$ cat src/osh_pkg.sv
package osh_pkg;

  // ==========================================================================
  // Dual-use pin positions (index 7 is the pin that also carries serial out).
  // ==========================================================================
  localparam int unsigned PIN_COUNT = 8;
  localparam int unsigned PIN_FRAME_WIDTH = 0;
  localparam int unsigned PIN_WD_PRESET = 1;
  localparam int unsigned PIN_OUT_DISABLE = 2;
  localparam int unsigned PIN_WD_KICK = 3;
  localparam int unsigned PIN_SDI = 4;
  localparam int unsigned PIN_CLK = 5;
  localparam int unsigned PIN_SS = 6;
  localparam int unsigned PIN_SDO = 7;
  localparam int unsigned SYNC_WIDTH = 9;
  localparam int unsigned SYNC_SELECT = 8;

  // ==========================================================================
  // Register map and fields.
  // ==========================================================================
  localparam logic [7:0] REG_IRQ_STATUS = 8'h00;
  localparam logic [7:0] REG_IRQ_MASK = 8'h04;
  localparam logic [7:0] REG_STATE = 8'h08;
  localparam logic [7:0] REG_LAST_FRAME = 8'h0c;
  localparam int unsigned EVT_COUNT = 4;
  localparam int unsigned EVT_FRAME = 0;
  localparam int unsigned EVT_OVT = 1;
  localparam int unsigned EVT_CASE = 2;
  localparam int unsigned EVT_UV = 3;
  localparam logic [3:0] IRQ_MASK_RESET = 4'h0;
  localparam logic [7:0] CMD_RESET = 8'h00;
  localparam logic [15:0] FRAME_RESET = 16'h0000;

  // ==========================================================================
  // Status byte of the long fault frame.
  // ==========================================================================
  localparam int unsigned STAT_PG = 7;
  localparam int unsigned STAT_CASE = 6;

  typedef enum logic {LINK_IDLE, LINK_SHIFT} osh_link_t;

endpackage : osh_pkg

$ cat src/osh_sync_if.sv
`timescale 1ns/10ps
interface osh_sync_if #(
  parameter int unsigned W = 9
);
  logic [W-1:0] raw;
  logic [W-1:0] level;
  logic [W-1:0] rise;
  logic [W-1:0] fall;

  modport producer (input raw, output level, output rise, output fall);
  modport consumer (output raw, input level, input rise, input fall);
endinterface : osh_sync_if

$ cat src/osh_pin_sync.sv
`timescale 1ns/10ps
module osh_pin_sync (
  input wire logic clk,
  input wire logic resetn,
  osh_sync_if.producer sp
);
  localparam int unsigned W = osh_pkg::SYNC_WIDTH;

  logic [W-1:0] stage1;
  logic [W-1:0] stage2;
  logic [W-1:0] stage3;
  logic [W-1:0] level;

  // ==========================================================================
  // Three-flop chain; a change is accepted once stages two and three agree.
  // ==========================================================================
  always_ff @(posedge clk or negedge resetn)
  begin
    if (!resetn)
    begin
      stage1 <= '0;
      stage2 <= '0;
      stage3 <= '0;
    end
    else
    begin
      stage1 <= sp.raw;
      stage2 <= stage1;
      stage3 <= stage2;
    end
  end

  genvar i;
  generate
    for (i = 0; i < W; i++)
    begin : g_bit
      always_ff @(posedge clk or negedge resetn)
      begin
        if (!resetn)
          level[i] <= 1'b0;
        else if (stage2[i] == stage3[i])
          level[i] <= stage3[i];
      end
      // Pulses lead the level by one cycle so the consumer sees them in the cycle the change is accepted.
      assign sp.rise[i] = stage2[i] & stage3[i] & ~level[i];
      assign sp.fall[i] = ~stage2[i] & ~stage3[i] & level[i];
    end
  endgenerate

  assign sp.level = level;

endmodule : osh_pin_sync

$ cat src/osh_top.sv
// The implementer's own choices: the address-and-strobe port and the address map.
`timescale 1ns/10ps
module osh_top (
  input wire logic clk,
  input wire logic resetn,
  input wire logic interface_select,
  input wire logic [7:0] dual_pin_in,
  output logic sdo_out,
  output logic sdo_oe,
  input wire logic [7:0] junction_hot,
  input wire logic case_hot,
  input wire logic undervoltage,
  input wire logic supply_good,
  output logic [7:0] out_on,
  output logic fault_n_oe,
  output logic case_heat_warning_n_oe,
  output logic supply_good_n_oe,
  input wire logic [7:0] reg_addr,
  input wire logic [31:0] reg_wdata,
  input wire logic reg_wr,
  input wire logic reg_rd,
  output logic [31:0] reg_rdata,
  output logic irq
);

  // ==========================================================================
  // Pin synchronisers.
  // ==========================================================================
  osh_sync_if #(.W(osh_pkg::SYNC_WIDTH)) sync_bus ();

  assign sync_bus.raw = {interface_select, dual_pin_in};

  osh_pin_sync u_sync (
    .clk(clk),
    .resetn(resetn),
    .sp(sync_bus.producer)
  );

  logic serial_mode;
  logic [7:0] pin_level;
  logic frame_long;
  logic output_disable_n;
  logic ss_fall;
  logic ss_rise;
  logic sclk_rise;
  logic sclk_fall;
  logic sdi_level;

  // The synchroniser resets to zero, so an undriven strap reads as parallel mode.
  assign serial_mode = sync_bus.level[osh_pkg::SYNC_SELECT];
  assign pin_level = sync_bus.level[7:0];
  assign frame_long = pin_level[osh_pkg::PIN_FRAME_WIDTH];
  assign output_disable_n = pin_level[osh_pkg::PIN_OUT_DISABLE];
  assign ss_fall = serial_mode & sync_bus.fall[osh_pkg::PIN_SS];
  assign ss_rise = serial_mode & sync_bus.rise[osh_pkg::PIN_SS];
  assign sclk_rise = sync_bus.rise[osh_pkg::PIN_CLK];
  assign sclk_fall = sync_bus.fall[osh_pkg::PIN_CLK];
  assign sdi_level = sync_bus.level[osh_pkg::PIN_SDI];

  // ==========================================================================
  // Link state.
  // ==========================================================================
  osh_pkg::osh_link_t link_state;
  osh_pkg::osh_link_t next_link_state;

  always_comb
  begin
    next_link_state = link_state;
    case (link_state)
      osh_pkg::LINK_IDLE:
        if (ss_fall)
          next_link_state = osh_pkg::LINK_SHIFT;
      osh_pkg::LINK_SHIFT:
        if (ss_rise || !serial_mode)
          next_link_state = osh_pkg::LINK_IDLE;
      default:
        next_link_state = osh_pkg::LINK_IDLE;
    endcase
  end

  always_ff @(posedge clk or negedge resetn)
  begin
    if (!resetn)
      link_state <= osh_pkg::LINK_IDLE;
    else
      link_state <= next_link_state;
  end

  // ==========================================================================
  // Fault latches.
  // ==========================================================================
  logic [7:0] fault_latch;
  logic [7:0] fault_now;
  logic pg_bit;

  assign fault_now = fault_latch | junction_hot;

  // A fault that coincides with the clearing frame edge stays latched.
  always_ff @(posedge clk or negedge resetn)
  begin
    if (!resetn)
      fault_latch <= 8'h00;
    else if (ss_rise)
      fault_latch <= junction_hot;
    else
      fault_latch <= fault_now;
  end

  always_ff @(posedge clk or negedge resetn)
  begin
    if (!resetn)
      pg_bit <= 1'b0;
    else if (supply_good)
      pg_bit <= 1'b1;
    else if (ss_rise)
      pg_bit <= 1'b0;
  end

  // ==========================================================================
  // Shift registers.
  // ==========================================================================
  logic [15:0] rx_shift;
  logic [15:0] tx_shift;
  logic [15:0] fault_frame;

  always_comb
  begin
    fault_frame = {fault_now, 8'h00};
    if (frame_long)
    begin
      fault_frame[osh_pkg::STAT_PG] = pg_bit;
      fault_frame[osh_pkg::STAT_CASE] = case_hot;
    end
  end

  always_ff @(posedge clk or negedge resetn)
  begin
    if (!resetn)
      rx_shift <= osh_pkg::FRAME_RESET;
    else if (link_state == osh_pkg::LINK_SHIFT && sclk_rise)
      rx_shift <= {rx_shift[14:0], sdi_level};
  end

  // Incoming bits follow the fault bits out, which keeps a daisy chain intact.
  always_ff @(posedge clk or negedge resetn)
  begin
    if (!resetn)
      tx_shift <= osh_pkg::FRAME_RESET;
    else if (ss_fall)
      tx_shift <= frame_long ? fault_frame : {fault_frame[15:8], 8'h00};
    else if (link_state == osh_pkg::LINK_SHIFT && sclk_fall)
      tx_shift <= frame_long ? {tx_shift[14:0], rx_shift[0]} : {tx_shift[14:8], rx_shift[0], 8'h00};
  end

  assign sdo_out = tx_shift[15];
  assign sdo_oe = link_state == osh_pkg::LINK_SHIFT;

  // ==========================================================================
  // Channel commands and outputs.
  // ==========================================================================
  logic [7:0] cmd;
  logic [7:0] cmd_src;
  logic [15:0] last_frame;

  // Pulling the disable pin low drops the command, so the host must send a new frame.
  always_ff @(posedge clk or negedge resetn)
  begin
    if (!resetn)
      cmd <= osh_pkg::CMD_RESET;
    else if (!serial_mode || !output_disable_n)
      cmd <= osh_pkg::CMD_RESET;
    else if (ss_rise)
      cmd <= frame_long ? rx_shift[15:8] : rx_shift[7:0];
  end

  always_ff @(posedge clk or negedge resetn)
  begin
    if (!resetn)
      last_frame <= osh_pkg::FRAME_RESET;
    else if (ss_rise)
      last_frame <= rx_shift;
  end

  assign cmd_src = serial_mode ? cmd : pin_level;

  always_ff @(posedge clk or negedge resetn)
  begin
    if (!resetn)
    begin
      out_on <= 8'h00;
      fault_n_oe <= 1'b0;
      case_heat_warning_n_oe <= 1'b0;
      supply_good_n_oe <= 1'b0;
    end
    else
    begin
      out_on <= cmd_src & ~junction_hot & {8{~case_hot & ~undervoltage}};
      fault_n_oe <= |(junction_hot & cmd_src);
      case_heat_warning_n_oe <= case_hot;
      supply_good_n_oe <= supply_good;
    end
  end

  // ==========================================================================
  // Interrupt status and register port.
  // ==========================================================================
  logic [3:0] irq_status;
  logic [3:0] irq_mask;
  logic [3:0] event_now;
  logic case_prev;
  logic uv_prev;

  always_ff @(posedge clk or negedge resetn)
  begin
    if (!resetn)
    begin
      case_prev <= 1'b0;
      uv_prev <= 1'b0;
    end
    else
    begin
      case_prev <= case_hot;
      uv_prev <= undervoltage;
    end
  end

  always_comb
  begin
    event_now = 4'h0;
    event_now[osh_pkg::EVT_FRAME] = ss_rise;
    event_now[osh_pkg::EVT_OVT] = |(junction_hot & ~fault_latch);
    event_now[osh_pkg::EVT_CASE] = case_hot & ~case_prev;
    event_now[osh_pkg::EVT_UV] = undervoltage & ~uv_prev;
  end

  // Setting wins over a write-one clear in the same cycle.
  always_ff @(posedge clk or negedge resetn)
  begin
    if (!resetn)
      irq_status <= 4'h0;
    else if (reg_wr && reg_addr == osh_pkg::REG_IRQ_STATUS)
      irq_status <= (irq_status & ~reg_wdata[3:0]) | event_now;
    else
      irq_status <= irq_status | event_now;
  end

  always_ff @(posedge clk or negedge resetn)
  begin
    if (!resetn)
      irq_mask <= osh_pkg::IRQ_MASK_RESET;
    else if (reg_wr && reg_addr == osh_pkg::REG_IRQ_MASK)
      irq_mask <= reg_wdata[3:0];
  end

  assign irq = |(irq_status & irq_mask);

  always_ff @(posedge clk or negedge resetn)
  begin
    if (!resetn)
      reg_rdata <= 32'h0000_0000;
    else if (reg_rd)
      case (reg_addr)
        osh_pkg::REG_IRQ_STATUS: reg_rdata <= {28'h0000000, irq_status};
        osh_pkg::REG_IRQ_MASK: reg_rdata <= {28'h0000000, irq_mask};
        osh_pkg::REG_STATE: reg_rdata <= {12'h000, pg_bit, frame_long, serial_mode, sdo_oe, fault_latch, out_on};
        osh_pkg::REG_LAST_FRAME: reg_rdata <= {16'h0000, last_frame};
        default: reg_rdata <= 32'h0000_0000;
      endcase
    else
      reg_rdata <= 32'h0000_0000;
  end

  // ==========================================================================
  // Checks.
  // ==========================================================================
  logic link_active;
  assign link_active = link_state == osh_pkg::LINK_SHIFT;

  chk_sdo_float: assert property (@(posedge clk) disable iff (!resetn)
    (serial_mode && sync_bus.level[osh_pkg::PIN_SS]) |-> !sdo_oe)
    else $error("SDO driven while not selected");

  chk_sdo_first_bit: assert property (@(posedge clk) disable iff (!resetn)
    ss_fall |=> sdo_oe && sdo_out == $past(fault_now[7]))
    else $error("SDO does not show fault MSB after select");

  chk_sdi_sample: assert property (@(posedge clk) disable iff (!resetn)
    (link_active && sclk_rise) |=> rx_shift[0] == $past(sdi_level))
    else $error("SDI not sampled on rising clock");

  chk_sdo_shift: assert property (@(posedge clk) disable iff (!resetn)
    (link_active && sclk_fall && !ss_fall) |=> sdo_out == $past(tx_shift[14]))
    else $error("SDO did not advance on falling clock");

  chk_frame_apply: assert property (@(posedge clk) disable iff (!resetn)
    (ss_rise && !frame_long && output_disable_n) |=> cmd == $past(rx_shift[7:0]))
    else $error("Short frame not applied on deselect");

  chk_parallel_follow: assert property (@(posedge clk) disable iff (!resetn)
    (!serial_mode && !undervoltage && !case_hot && junction_hot == 8'h00) |=> out_on == $past(pin_level))
    else $error("Parallel outputs do not follow pins");

  chk_uv_off: assert property (@(posedge clk) disable iff (!resetn)
    undervoltage |=> out_on == 8'h00)
    else $error("Output on during undervoltage");

  chk_ovt_off: assert property (@(posedge clk) disable iff (!resetn)
    junction_hot != 8'h00 |=> (out_on & $past(junction_hot)) == 8'h00 && (fault_latch & $past(junction_hot)) != 8'h00)
    else $error("Hot channel still on or unflagged");

  chk_pg_hold: assert property (@(posedge clk) disable iff (!resetn)
    supply_good |=> pg_bit)
    else $error("Power-good bit not held");

  chk_serial_mode: assert property (@(posedge clk) disable iff (!resetn)
    !serial_mode |=> cmd == 8'h00 && !$past(ss_rise))
    else $error("Serial command kept in parallel mode");

  cov_short_frame: cover property (@(posedge clk) disable iff (!resetn)
    ss_rise && !frame_long);
  cov_long_frame: cover property (@(posedge clk) disable iff (!resetn)
    ss_rise && frame_long);
  cov_overheat: cover property (@(posedge clk) disable iff (!resetn)
    event_now[osh_pkg::EVT_OVT]);
  cov_irq: cover property (@(posedge clk) disable iff (!resetn)
    $rose(irq));

endmodule : osh_top

$ cat config.mk
export PLATFORM = sky130hd
export DESIGN_NAME = osh_top
export DESIGN_NICKNAME = d
export VERILOG_FILES = /design/src/osh_pkg.sv /design/src/osh_sync_if.sv /design/src/osh_pin_sync.sv /design/src/osh_top.sv
export SDC_FILE = /design/constraint.sdc
export NUM_CORES = 1
export LEC_CHECK = 0
export CORE_ASPECT_RATIO = 2
export CORE_MARGIN = 3
export CORE_UTILIZATION = 41
export DETAILED_ROUTE_END_ITERATION = 16
export DONT_BUFFER_PORTS = 1
export PLACE_DENSITY = 0.62
export SLEW_MARGIN = 20
export SYNTH_ARGS = -nofsm -noshare
export SYNTH_HDL_FRONTEND = slang
export SYNTH_SLANG_ARGS = --single-unit
$ cat constraint.sdc
create_clock -name clk -period 2.2 [get_ports clk]
set_input_delay 0.33 -clock clk [delete_from_list [all_inputs] [get_ports clk]]
set_output_delay 0.33 -clock clk [all_outputs]
set_load 0.05 [all_outputs]
Word-level counts from Yosys, hierarchy flattened
Index checks and enable logic that the tools add are counted.
Widths: inputs -> output; s select.
{ "word_totals": {"regBits": 142, "word_cells": 107} }
{ "op_classes": {"n_eq_ne": 12, "muxes": 17, "bitwise": 36, "reduce_logical": 15} }
{ "ops": {"columns": ["op", "n"], "rows": [
  ["$pmux 20 s4", 1],
  ["$mux 8", 6],
  ["$and 8x8->8", 4],
  ["$mux 16", 2],
  ["$mux 20", 1],
  ["$eq 8x4->1 const B", 2],
  ["$not 8->8", 2],
  ["$reduce_or 8->1", 2],
  ["$and 1x1->1", 13],
  ["$not 1->1", 11],
  ["$eq 1x1->1", 9],
  ["$mux 9", 1],
  ["$and 4x4->4", 2],
  ["$eq 8x3->1 const B", 1],
  ["$logic_not 8->1", 1],
  ["$or 4x4->4", 2],
  ["$or 8x8->8", 1],
  ["$reduce_bool 2->1", 3],
  ["$logic_and 1x1->1", 4],
  ["$mux 1", 4],
  ["$mux 4", 1],
  ["$not 4->4", 1],
  ["$reduce_or 4->1", 1],
  ["$logic_not 1->1", 2],
  ["other kinds (2)", 3]
]} }

Longest topological paths before layout
Gate-level depths: netlist of run 1.
{ "depth": {"ltp_word": 6, "mapped_depth": 7} }

By module
A second synthesis of run 1 with hierarchy kept.
{ "unflattened": {"hier_cells": 466, "area_unflattened_um2": 6002.0} }
{ "by_module_without_submodules": {"columns": ["mod", "n_inst", "cells_per_inst", "area_per_inst_um2"], "rows": [
  ["osh_top", 1, 367, 4560.6],
  ["osh_pin_sync", 1, 99, 1441.4]
]} }

Least setup slack after synthesis of run 1
Ideal clock, no wire load.
{ "synth_path": {"path_type": "register to register", "from": "register link_state (netlist: sdo_oe)", "to": "register rx_shift[10]", "setup_ns": 0.125, "t_arrival_ns": 1.513, "setup_slack_ns": 0.562, "path_stages_with_launch": 4, "n_path_buf": 1, "synth_period_minus_slack_ns": 1.638, "path_cell_list": "dfrtp_1 nand3b_1 buf_2 mux2_2"} }
{ "synth_between": {"elab_chain_len": 1} }
{ "synth_rtl": {"columns": ["item", "line", "text"], "rows": [
  ["from (decl)", "osh_top.sv:63", "osh_pkg::osh_link_t link_state;"],
  ["from (signal assigned)", "osh_top.sv:84", "link_state <= osh_pkg::LINK_IDLE;"],
  ["from (signal assigned)", "osh_top.sv:86", "link_state <= next_link_state;"],
  ["$logic_and 1x1->1", "osh_top.sv:140", "else if (link_state == osh_pkg::LINK_SHIFT && sclk_rise)"],
  ["to (signal assigned)", "osh_top.sv:139", "rx_shift <= osh_pkg::FRAME_RESET;"],
  ["to (signal assigned)", "osh_top.sv:141", "rx_shift <= {rx_shift[14:0], sdi_level};"],
  ["to (decl)", "osh_top.sv:122", "logic [15:0] rx_shift;"]
]} }
Every way passes these cells.
A chain may end at the register's enable or synchronous reset.

Worst setup path after layout of run 1
{ "layout_path": {"from": "register u_sync.level[8] (netlist: u_sync.sp.level[8])", "to": "register fault_n_oe"} }
{ "layout_between": {"elab_chain_len": 3} }
{ "layout_rtl": {"columns": ["item", "line", "text"], "rows": [
  ["from (decl)", "osh_pin_sync.sv:12", "logic [W-1:0] level;"],
  ["from (signal, indexed assignment)", "osh_pin_sync.sv:42", "level[i] <= stage3[i];"],
  ["$mux 8", "osh_top.sv:184", "assign cmd_src = serial_mode ? cmd : pin_level;"],
  ["$and 8x8->8", "osh_top.sv:198", "fault_n_oe <= |(junction_hot & cmd_src);"],
  ["$reduce_or 8->1", "osh_top.sv:198", null],
  ["to (signal assigned)", "osh_top.sv:198", null],
  ["to (decl)", "osh_top.sv:15", "output logic fault_n_oe,"]
]} }
Every way passes these cells.

==> impl_metrics.py, run 1 <==
metrics = {
    "finish": {
        "finalNetCount": 514,
        "drive_gt1_share_pct": 18.74,
        "area_growth_pct": 16.97,
        "final_core_util_pct": 49.68,
        "nFillCells": 1158,
        "n_antenna_cell": 0,
    },
    "logic_synthesis": {
        "yosysSeqAreaShare_pct": 63.68,
        "synth_flop_cell": "dfrtp_1",
        "async_flop_share_pct": 100.0,
        "syn_avg_cell_area_um2": 13.45,
        "post-synth-top-count-cell": "dfrtp_1",
        "synth_cells": 415,
        "synth_edf_count": 0,
        "syn_area_um2": 5580,
        "ys_types": 40,
        "ys_warn_count": 0,
        "yosys_register_bits": 142,
        "synth.largest_area_cell": "dfrtp_1",
        "netlist.area_leader.share_pct": 63.68,
        "synth_common_cells": "dfrtp_1 (142), mux2_2 (37), mux2i_1 (29)",
        "ys_top_cells_by_area": "dfrtp_1 (64%), mux2_2 (7.5%), mux2i_1 (5.2%), buf_4 (1.7%), nand2_1 (1.7%)",
    },
    "drt": {
        "vias": 3372,
        "vias_per_cell": 5.519,
        "wl_mm": 12.24,
        "drc": 0,
        "drtIter0Drc": 267,
        "ant_nets": 0,
        "detail_route.wl_per_cell_um": 20.03,
        "dr.pass1.iters": 5,
    },
    "clock_tree": {
        "cts_resized": 0,
        "cts_tree": "built",
        "clkTransAtPathRegs_ns": 0.06,
        "cts_root_buffer": "clkbuf_16",
        "cts_max_path_buffers": 2,
        "clock-sinks": 142,
        "cts_buffers": 17,
        "post_cts_buffers": 0,
        "cts_hold_buf": 20,
        "ctsHtreeMaxLevel": 4,
        "insertion_delay_ns": 0.42,
    },
    "setup_path": {
        "setup.worst_path.end_class": "flip-flop",
        "crit_fanout": 15,
        "arrival_ns": 2.22,
        "required_ns": 2.47,
        "timing.rr.start": "u_sync.sp.level[8]$_DFFE_PN0N_",
        "path_class": "flip-flop to flip-flop",
        "critPathLaunchType": "flip-flop",
        "critPathLaunch": "u_sync.sp.level[8]$_DFFE_PN0N_",
    },
    "timing": {
        "slew_headroom_pct": 52.68,
        "hold_violations": 142,
        "rsz0062_at_grt": "false",
        "worst_hold_slack_ns": -0.3862,
        "worst_slack_ns": 0.2513,
        "finalCriticalPeriod_ns": 1.949,
        "setup_viol": 0,
        "drv_slew": 0,
        "worst_slew_pin_slew_ns": 0.7098,
        "tns_ns": 0,
        "fin_skew_ns": 0.01040,
        "finalCritPeriodShare_pct": 88.58,
        "fmax_mhz": 513.2,
    },
    "placed_design": {
        "dp_hpwl_mm": 8.203,
        "place.gp.congestion": 0.8705,
        "io_buffers": 0,
        "place_ws_ns": 0.2743,
    },
    "die": {
        "die-area_um2": 15130,
        "io_pins": 110,
        "die_h_um": 171.0,
        "core_area_um2": 13140,
        "die_w_um": 88.50,
        "num_rows": 59,
        "start_util_pct": 42.47,
    },
    "power_and_ir_drop": {
        "internal_power_w": 0.004683,
        "clockPowerShare_pct": 46.0,
        "power_frac_comb_pct": 6.5,
        "peakVddDrop_v": 0.0005979,
        "power-per-cell-area_nw_per_um2": 952.7,
        "netSwitchingPower_w": 0.001536,
        "swShare_pct": 24.70,
        "cellLeakagePower_nw": 3.026,
        "seq_power_share_pct": 47.5,
    },
    "global_routing": {
        "grt_max_degree": 143,
        "grt.busiest_layer": "met2",
        "grt.met2_usage_pct": 29.70,
        "grt_pass1_vias": 3600,
        "antenna_found_initial": 0,
        "use_met3_pct": 4.627,
        "gr-total-overflow": 0,
        "grt_pass1_wl_mm": 19.26,
        "use_met1_pct": 18.50,
        "grtUsageTotal_pct": 17.27,
    },
    "job": {
        "cap_violations": 0,
    },
    "outcome": {
        "violations": "negative hold slack",
        "status": "complete, but fails checks",
    },
    "hold_path": {
        "hold_path_class": "input port to asynchronous set/reset pin",
    },
}
## worst max-delay path, stage by stage, from the launching register on
cell,delay [ns]
dfrtp_1,0.80
mux2i_1,0.35
o22ai_1,0.11
or4_1,0.54
## final cells by class
type / instances / area, um^2 / area share (%)
clock inverters: 13 / 153.9 / 2.358
flip-flops and latches: 142 / 3553 / 54.44
clock buffers: 19 / 442.9 / 6.786
multi-input cells: 240 / 1837 / 28.14
repair buffers: 31 / 297.8 / 4.562
well taps: 152 / 190.2 / 2.914
inverters: 14 / 52.55 / 0.8051
## per-layer routing
metal	routed length [um]	up-vias
met4	595	0
met3	813	37
met2	6422	126
met1	4405	1700
met5	0	-
li1	-	1509
## sequential cells by signal (all words and copies together) (netlist names), 8 cells and up
name             flops
reg_rdata           20
last_frame          16
rx_shift            16
tx_shift            16
u_sync.sp.level      9
u_sync.stage1        9
u_sync.stage2        9
u_sync.stage3        9
cmd                  8
fault_latch          8
out_on               8
## placed cells by master (no fill, tap or decap), types with 5 or more instances in the layout
cell           synthesis  layout
buf_4                 13       9
mux2_2                37      37
dfrtp_1              142     142
inv_1                 14      14
o2bb2ai_1              8       8
maj3_1                 7       7
a31oi_1                7       7
clkbuf_16              0      17
nor3_1                16      16
nor2b_1                5       5
a21o_1                 9       9
a21oi_1                7       7
nand3_1               17      17
o22ai_1                6       6
nand2_1               25      25
conb_1                 1      12
nor2_1                14      14
dlygate4sd3_1          0      21
mux2i_1               29      29
## through the flow
stage | power [W] | cells | cell area (um^2)
final | 0.006219 | 611 | 6528
after global routing | 0.006456 | 611 | 6528
after CTS | 0.006275 | 610 | 6518
after detailed placement | 0.003372 | 558 | 5720
after global placement | 0.003356 | 558 | 5720
after floorplan | 0.003286 | 426 | 5622
## power groups by stage
stage                     Sequential, W  Clock, W  Combinational [W]
after floorplan                 0.00295         0           0.000340
after global placement          0.00300         0           0.000357
after detailed placement        0.00300         0           0.000368
after CTS                       0.00296   0.00292           0.000403
after global routing            0.00297   0.00304           0.000446
final                           0.00296   0.00286           0.000404
## worst paths after layout
check                                                  to  slack [ns]  cells past startpoint
setup reg to reg                     fault_n_oe$_DFF_PN0_        0.25                      3
setup / recovery                     fault_n_oe$_DFF_PN0_        0.25                      3
hold / removal                    reg_rdata[12]$_DFF_PN0_       -0.39                      0
min in group clk                       pg_bit$_DFFE_PN0P_        0.02                      1
max in group asynchronous  u_sync.sp.level[0]$_DFFE_PN0N_        2.35                      0
hold reg to reg                u_sync.stage2[1]$_DFF_PN0_        0.35                      0
## kinds of logic (layout without fill, tap and decap cells)
kind of cell	after synthesis	after routing	synth area share (%)
AND/OR/NAND/NOR	99	99	9.619
other	1	12	0.06720
multiplexers	70	70	14.28
flip-flops	142	142	63.68
buffers and inverters	44	77	4.148
AO/OA/AOI/OAI	48	48	6.054
adder cells (fa/ha/maj)	11	11	2.153
Power figures use the tool's default switching activity.
==> inputs of run 2 (changes only) <==
==> constraint.sdc (replaced) <==
create_clock -name clk -period 2 [get_ports clk]
set_input_delay 0.3 -clock clk [delete_from_list [all_inputs] [get_ports clk]]
set_output_delay 0.3 -clock clk [all_outputs]
set_load 0.05 [all_outputs]
==> run 2 against run 1 <==
Against the previous run:
- clock-buffer cell count is the same
- critical path type unchanged
- via count shrank 0.65%
- the run still ends with negative hold slack left
- register-to-register slack lost 0.03 ns
- largest cell class unchanged
- die area is the same
- worst setup slack lost 0.033 ns
- clock power grew 2%
==> impl_metrics.py, run 2 (synthesized netlist as in run 1, its figures left out) <==
metrics = {
    "drt": {
        "vias": 3350,
        "wl_met2_mm": 6.761,
        "dr.pass1.iters": 4,
        "drtIter0Drc": 227,
        "ant_nets": 0,
        "vias_per_cell": 5.456,
        "top_layer_used": "met4",
        "met1_length_mm": 4.606,
        "wl_mm": 12.31,
        "drc": 0,
        "detail_route.wl_per_cell_um": 20.06,
        "met3_length_um": 653,
    },
    "finish": {
        "nFillCells": 1141,
        "area_growth_pct": 16.35,
        "final_common_cell": "dfrtp_1",
        "drive_gt1_share_pct": 18.83,
        "largest_reg_flops": 20,
        "finalNetCount": 517,
        "n_antenna_cell": 0,
        "largest-register": "reg_rdata",
        "layout.cells.non_filler": 614,
        "layout_common_cells": "dfrtp_1 (142), mux2_2 (37), mux2i_1 (29)",
    },
    "clock_tree": {
        "cts_resized": 0,
        "post_cts_buffers": 0,
        "cts_hold_buf": 21,
        "clkTransAtPathRegs_ns": 0.06,
        "cts_max_path_buffers": 2,
        "ctsHtreeMaxLevel": 4,
        "cts_buffers": 17,
        "insertion_delay_ns": 0.41,
        "cts_root_buffer": "clkbuf_16",
        "clock-sinks": 142,
        "cts_tree": "built",
    },
    "timing": {
        "drv_slew": 0,
        "fin_skew_ns": 0.01280,
        "tns_ns": 0,
        "finalCritPeriodShare_pct": 89.07,
        "worst_slew_pin_slew_ns": 0.6078,
        "setup_viol": 0,
        "hold_violations": 142,
        "finalCriticalPeriod_ns": 1.781,
        "slew_headroom_pct": 59.48,
        "worst_hold_slack_ns": -0.4104,
        "rsz0062_at_grt": "false",
        "worst_slack_ns": 0.2187,
        "fmax_mhz": 561.4,
    },
    "outcome": {
        "status": "complete, but fails checks",
        "violations": "negative hold slack",
    },
    "global_routing": {
        "grt_pass1_wl_mm": 19.20,
        "antenna_found_initial": 0,
        "grtUsageTotal_pct": 17.29,
        "grt_max_degree": 143,
        "grt_pass1_vias": 3510,
        "gr-total-overflow": 0,
    },
    "power_and_ir_drop": {
        "power-per-cell-area_nw_per_um2": 1017,
        "cellLeakagePower_nw": 3.005,
        "peakVddDrop_v": 0.0005921,
        "internal_power_w": 0.004965,
        "swShare_pct": 24.83,
        "clockPowerShare_pct": 44.0,
        "seq_power_share_pct": 49.2,
        "power_frac_comb_pct": 6.8,
        "netSwitchingPower_w": 0.001640,
    },
    "placed_design": {
        "place_ws_ns": 0.2457,
        "dp_hpwl_mm": 8.245,
        "dp_cells": 560,
        "place.gp.congestion": 0.8577,
        "io_buffers": 0,
    },
    "setup_path": {
        "max_stage_delay_ns": 0.59,
        "crit_slowest_cell": "dfrtp_1",
        "path_class": "flip-flop to flip-flop",
        "crit_chain": "buf_4 > mux2i_1 > o22ai_1 > or4_1",
        "setup.worst_path.end_class": "flip-flop",
        "arrival_ns": 2.05,
        "critPathLaunchType": "flip-flop",
        "crit_fanout": 9,
        "required_ns": 2.27,
    },
    "job": {
        "cap_violations": 0,
    },
    "hold_path": {
        "hold_path_class": "input port to asynchronous set/reset pin",
    },
    "die": {
        "core_area_um2": 13140,
        "die_w_um": 88.50,
        "start_util_pct": 42.47,
        "num_rows": 59,
        "die_h_um": 171.0,
        "io_pins": 110,
        "die-area_um2": 15130,
    },
}
## run 2: path summary, 6_finish.rpt
path / startpoint / end / slack, ns / cells after the start
worst max-delay path: u_sync.sp.level[8]$_DFFE_PN0N_ / fault_n_oe$_DFF_PN0_ / 0.22 / 4
worst min-delay path: resetn / rx_shift[5]$_DFFE_PN0P_ / -0.41 / 0
worst max register to register: u_sync.sp.level[8]$_DFFE_PN0N_ / fault_n_oe$_DFF_PN0_ / 0.22 / 4
worst min register to register: u_sync.stage1[6]$_DFF_PN0_ / u_sync.stage2[6]$_DFF_PN0_ / 0.35 / 0
max in group asynchronous: resetn / cmd[1]$_DFFE_PN0P_ / 2.14 / 0
min in group clk: case_hot / irq_status[2]$_DFF_PN0_ / 0.03 / 1
## run 2: area by class of cell
cell class,count,area [um^2],area share (%)
sequential,142,3553,54.73
tap,152,190.2,2.929
multi-input combinational,240,1837,28.29
clock buffer,19,432.9,6.668
timing repair buffer,34,310.3,4.779
clock inverter,13,116.4,1.792
inverter,14,52.55,0.8094
## run 2: worst max-delay path, delay by kind of cell (launching register included)
| family | cells | cell delay [ns] |
|---|---|---|
| DFF | 1 | 0.59 |
| buffers and inverters | 1 | 0.26 |
| muxes | 1 | 0.26 |
| AOI/OAI and AO/OA | 1 | 0.11 |
| and+or+nand+nor | 1 | 0.42 |
## run 2: per-layer routing
layer | vias to the layer above | track usage (%)
met3 | 18 | 4.964
li1 | 1509 | -
met2 | 117 | 30.03
met1 | 1706 | 19.47
met5 | - | 0
met4 | 0 | 7.105
## run 2: power by group through the flow
| stage | clock, W | combinational (W) | sequential, W |
|---|---|---|---|
| finish | 0.00291 | 0.000451 | 0.00325 |
| global route | 0.00312 | 0.000492 | 0.00326 |
| CTS | 0.00298 | 0.000450 | 0.00325 |
| detailed placement | 0 | 0.000406 | 0.00330 |
| global placement | 0 | 0.000396 | 0.00329 |
| floorplan | 0 | 0.000374 | 0.00324 |
## run 2: through the flow
stage | power [W] | utilization [%] | instance area (um^2) | hold WS (ns)
6_report | 0.006605 | 49.41 | 6492 | -0.4104
5_1_grt | 0.006874 | 49.41 | 6492 | -0.4389
4_1_cts | 0.006677 | 49.33 | 6482 | -0.4291
3_5_place_dp | 0.003702 | 43.55 | 5723 | 0.01398
3_3_place_gp | 0.003688 | 43.55 | 5723 | 0.01382
2_1_floorplan | 0.003615 | - | 5622 | 0.004409
==> inputs of run 3 (changes only) <==
--- a/config.mk
+++ b/config.mk
@@ -5,12 +5,12 @@
 export SDC_FILE = /design/constraint.sdc
 export NUM_CORES = 1
 export LEC_CHECK = 0
+export BUFFER_PORTS_ARGS = -buffer_cell sky130_fd_sc_hd__buf_2
 export CORE_ASPECT_RATIO = 2
 export CORE_MARGIN = 3
 export CORE_UTILIZATION = 41
 export DETAILED_ROUTE_END_ITERATION = 16
-export DONT_BUFFER_PORTS = 1
-export PLACE_DENSITY = 0.62
+export PLACE_DENSITY = 0.69
 export SLEW_MARGIN = 20
 export SYNTH_ARGS = -nofsm -noshare
 export SYNTH_HDL_FRONTEND = slang
==> run 3 against run 2 <==
Against the previous run:
- the flow now finishes without violations
- combinational power up 40%
- cell area up 4.8%
- worst hold slack improved by 0.44 ns
- highest routed layer unchanged
- cell count is 9.0% higher
- critical path depth decreased by 1
- sequential cell count unchanged
- fmax down 2.0%
- non-clock buffer count up 55
- register-to-register slack worse by 0.04 ns
==> impl_metrics.py, run 3 (synthesized netlist as in run 1, its figures left out) <==
metrics = {
    "global_routing": {
        "gr-total-overflow": 0,
        "grt_pass1_vias": 3812,
        "grtUsageTotal_pct": 17.49,
        "grt_max_degree": 50,
        "antenna_found_initial": 0,
        "grt_pass1_wl_mm": 19.67,
    },
    "power_and_ir_drop": {
        "power-per-cell-area_nw_per_um2": 1026,
        "peakVddDrop_v": 0.0006020,
        "power_w": 0.006983,
        "cellLeakagePower_nw": 3.322,
    },
    "timing": {
        "hold_violations": 0,
        "finalCritPeriodShare_pct": 90.87,
        "worst_slack_ns": 0.1826,
        "fmax_mhz": 550.2,
        "drv_slew": 0,
        "fin_skew_ns": 0.006624,
        "tns_ns": 0,
        "worst_slew_pin_slew_ns": 0.6096,
        "slew_headroom_pct": 59.05,
        "setup_viol": 0,
        "worst_hold_slack_ns": 0.02878,
        "finalCriticalPeriod_ns": 1.817,
        "rsz0062_at_grt": "false",
    },
    "drt": {
        "vias": 3588,
        "detail_route.wl_per_cell_um": 18.36,
        "vias_per_cell": 5.363,
        "drtIter0Drc": 246,
        "wl_mm": 12.28,
        "ant_nets": 0,
        "drc": 0,
        "dr.pass1.iters": 5,
    },
    "setup_path": {
        "reg2reg_to": "fault_n_oe$_DFF_PN0_",
        "arrival_ns": 2.08,
        "timing.rr.start": "u_sync.sp.level[8]$_DFFE_PN0N_",
        "critPathLaunch": "u_sync.sp.level[8]$_DFFE_PN0N_",
        "rrSetupSlack_ns": 0.18,
        "endpoint": "fault_n_oe$_DFF_PN0_",
        "critPathLaunchType": "flip-flop",
        "crit_slowest_cell": "dfrtp_1",
        "reg2reg_depth": 3,
        "path_class": "flip-flop to flip-flop",
        "crit_chain": "mux2i_1 > o22ai_1 > or4_1",
        "required_ns": 2.26,
        "max_stage_delay_ns": 0.67,
        "crit_fanout": 12,
        "setup.worst_path.end_class": "flip-flop",
    },
    "clock_tree": {
        "cts_max_path_buffers": 2,
        "clkTransAtPathRegs_ns": 0.06,
        "insertion_delay_ns": 0.41,
        "cts_root_buffer": "clkbuf_16",
        "post_cts_buffers": 0,
        "cts_tree": "built",
        "ctsHtreeMaxLevel": 4,
        "clock-sinks": 142,
        "cts_buffers": 17,
    },
    "placed_design": {
        "dp_hpwl_mm": 8.946,
        "place.gp.congestion": 0.9271,
        "place_ws_ns": 0.2298,
        "io_buffers": 69,
    },
    "outcome": {
        "status": "complete, no violations",
    },
    "finish": {
        "n_antenna_cell": 0,
        "largest-register": "reg_rdata",
        "area_growth_pct": 21.93,
        "drive_gt1_share_pct": 29.98,
        "finalNetCount": 572,
        "layout_common_cells": "dfrtp_1 (142), buf_2 (68), mux2_2 (37)",
        "largest_reg_flops": 20,
        "final_common_cell": "dfrtp_1",
    },
    "die": {
        "io_pins": 110,
        "die_h_um": 171.0,
        "start_util_pct": 42.47,
        "die-area_um2": 15130,
        "num_rows": 59,
        "die_w_um": 88.50,
        "core_area_um2": 13140,
    },
    "hold_path": {
        "hold_path_class": "input port to flip-flop",
        "hold_start": "supply_good",
    },
    "job": {
        "cap_violations": 0,
    },
}
run 3: cell count changes in the layout (fill, tap and decap cells not counted), moves of 3 or more:
cell,delta
buf_2,+68
dlygate4sd3_1,-12
buf_4,-5
clkinvlp_4,-4
buf_12,+3
clkinv_4,+3
run 3: how the worst min path moves through the flow:
stage,to,slack (ns),cells past startpoint
2_1_floorplan,case_prev$_DFF_PN0_,0.004,0
3_3_place_gp,last_frame[4]$_DFFE_PN0P_,0.26,1
3_5_place_dp,rx_shift[5]$_DFFE_PN0P_,0.27,1
4_1_cts,supply_good_n_oe$_DFF_PN0_,0.02,1
5_1_grt,supply_good_n_oe$_DFF_PN0_,0.007,1
6_report,supply_good_n_oe$_DFF_PN0_,0.03,1
run 3: final cells by class:
type,count,area (um^2)
Inverter,14,52.55
Tap cell,152,190.2
Fill cell,1149,6336
Multi-Input combinational cell,240,1837
Clock buffer,19,442.9
Sequential cell,142,3553
Clock inverter,13,163.9
Timing Repair Buffer,89,564.3
run 3: where the power goes:
part	internal [W]	total, W	switching [W]
clock	0.00200	0.00316	0.00116
combinational	0.000242	0.000632	0.000390
sequential	0.00304	0.00319	0.000146
total	0.00528	0.00698	0.00170
run 3: stage by stage:
| step | std cells | utilization [%] | area (um^2) |
|---|---|---|---|
| 2_1_floorplan | 426 | - | 5622 |
| 3_3_place_gp | 627 | 46.40 | 6097 |
| 3_5_place_dp | 627 | 46.40 | 6097 |
| 4_1_cts | 669 | 51.78 | 6804 |
| 5_1_grt | 669 | 51.78 | 6804 |
| 6_report | 669 | 51.78 | 6804 |
run 3: worst max-delay path, delay by kind of cell, from the launching register on:
kind | cells | cell delay (ns)
compound gates | 1 | 0.12
mux | 1 | 0.32
simple gates | 1 | 0.55
flops | 1 | 0.67
run 3: what timing repair did:
action | in CTS | in global routing
hold buffers | 10 | 0
endpoints found under the hold margin | 56 | 0
gates resized for setup | 0 | 0
run 3: per-layer routing:
layer	part of all wire [%]	global-route usage (%)	vias to the layer above
met4	3.9	8.618	0
met3	3.7	4.289	25
met5	0	0	-
met2	56	31.86	111
li1	-	-	1621
met1	36	18.08	1831
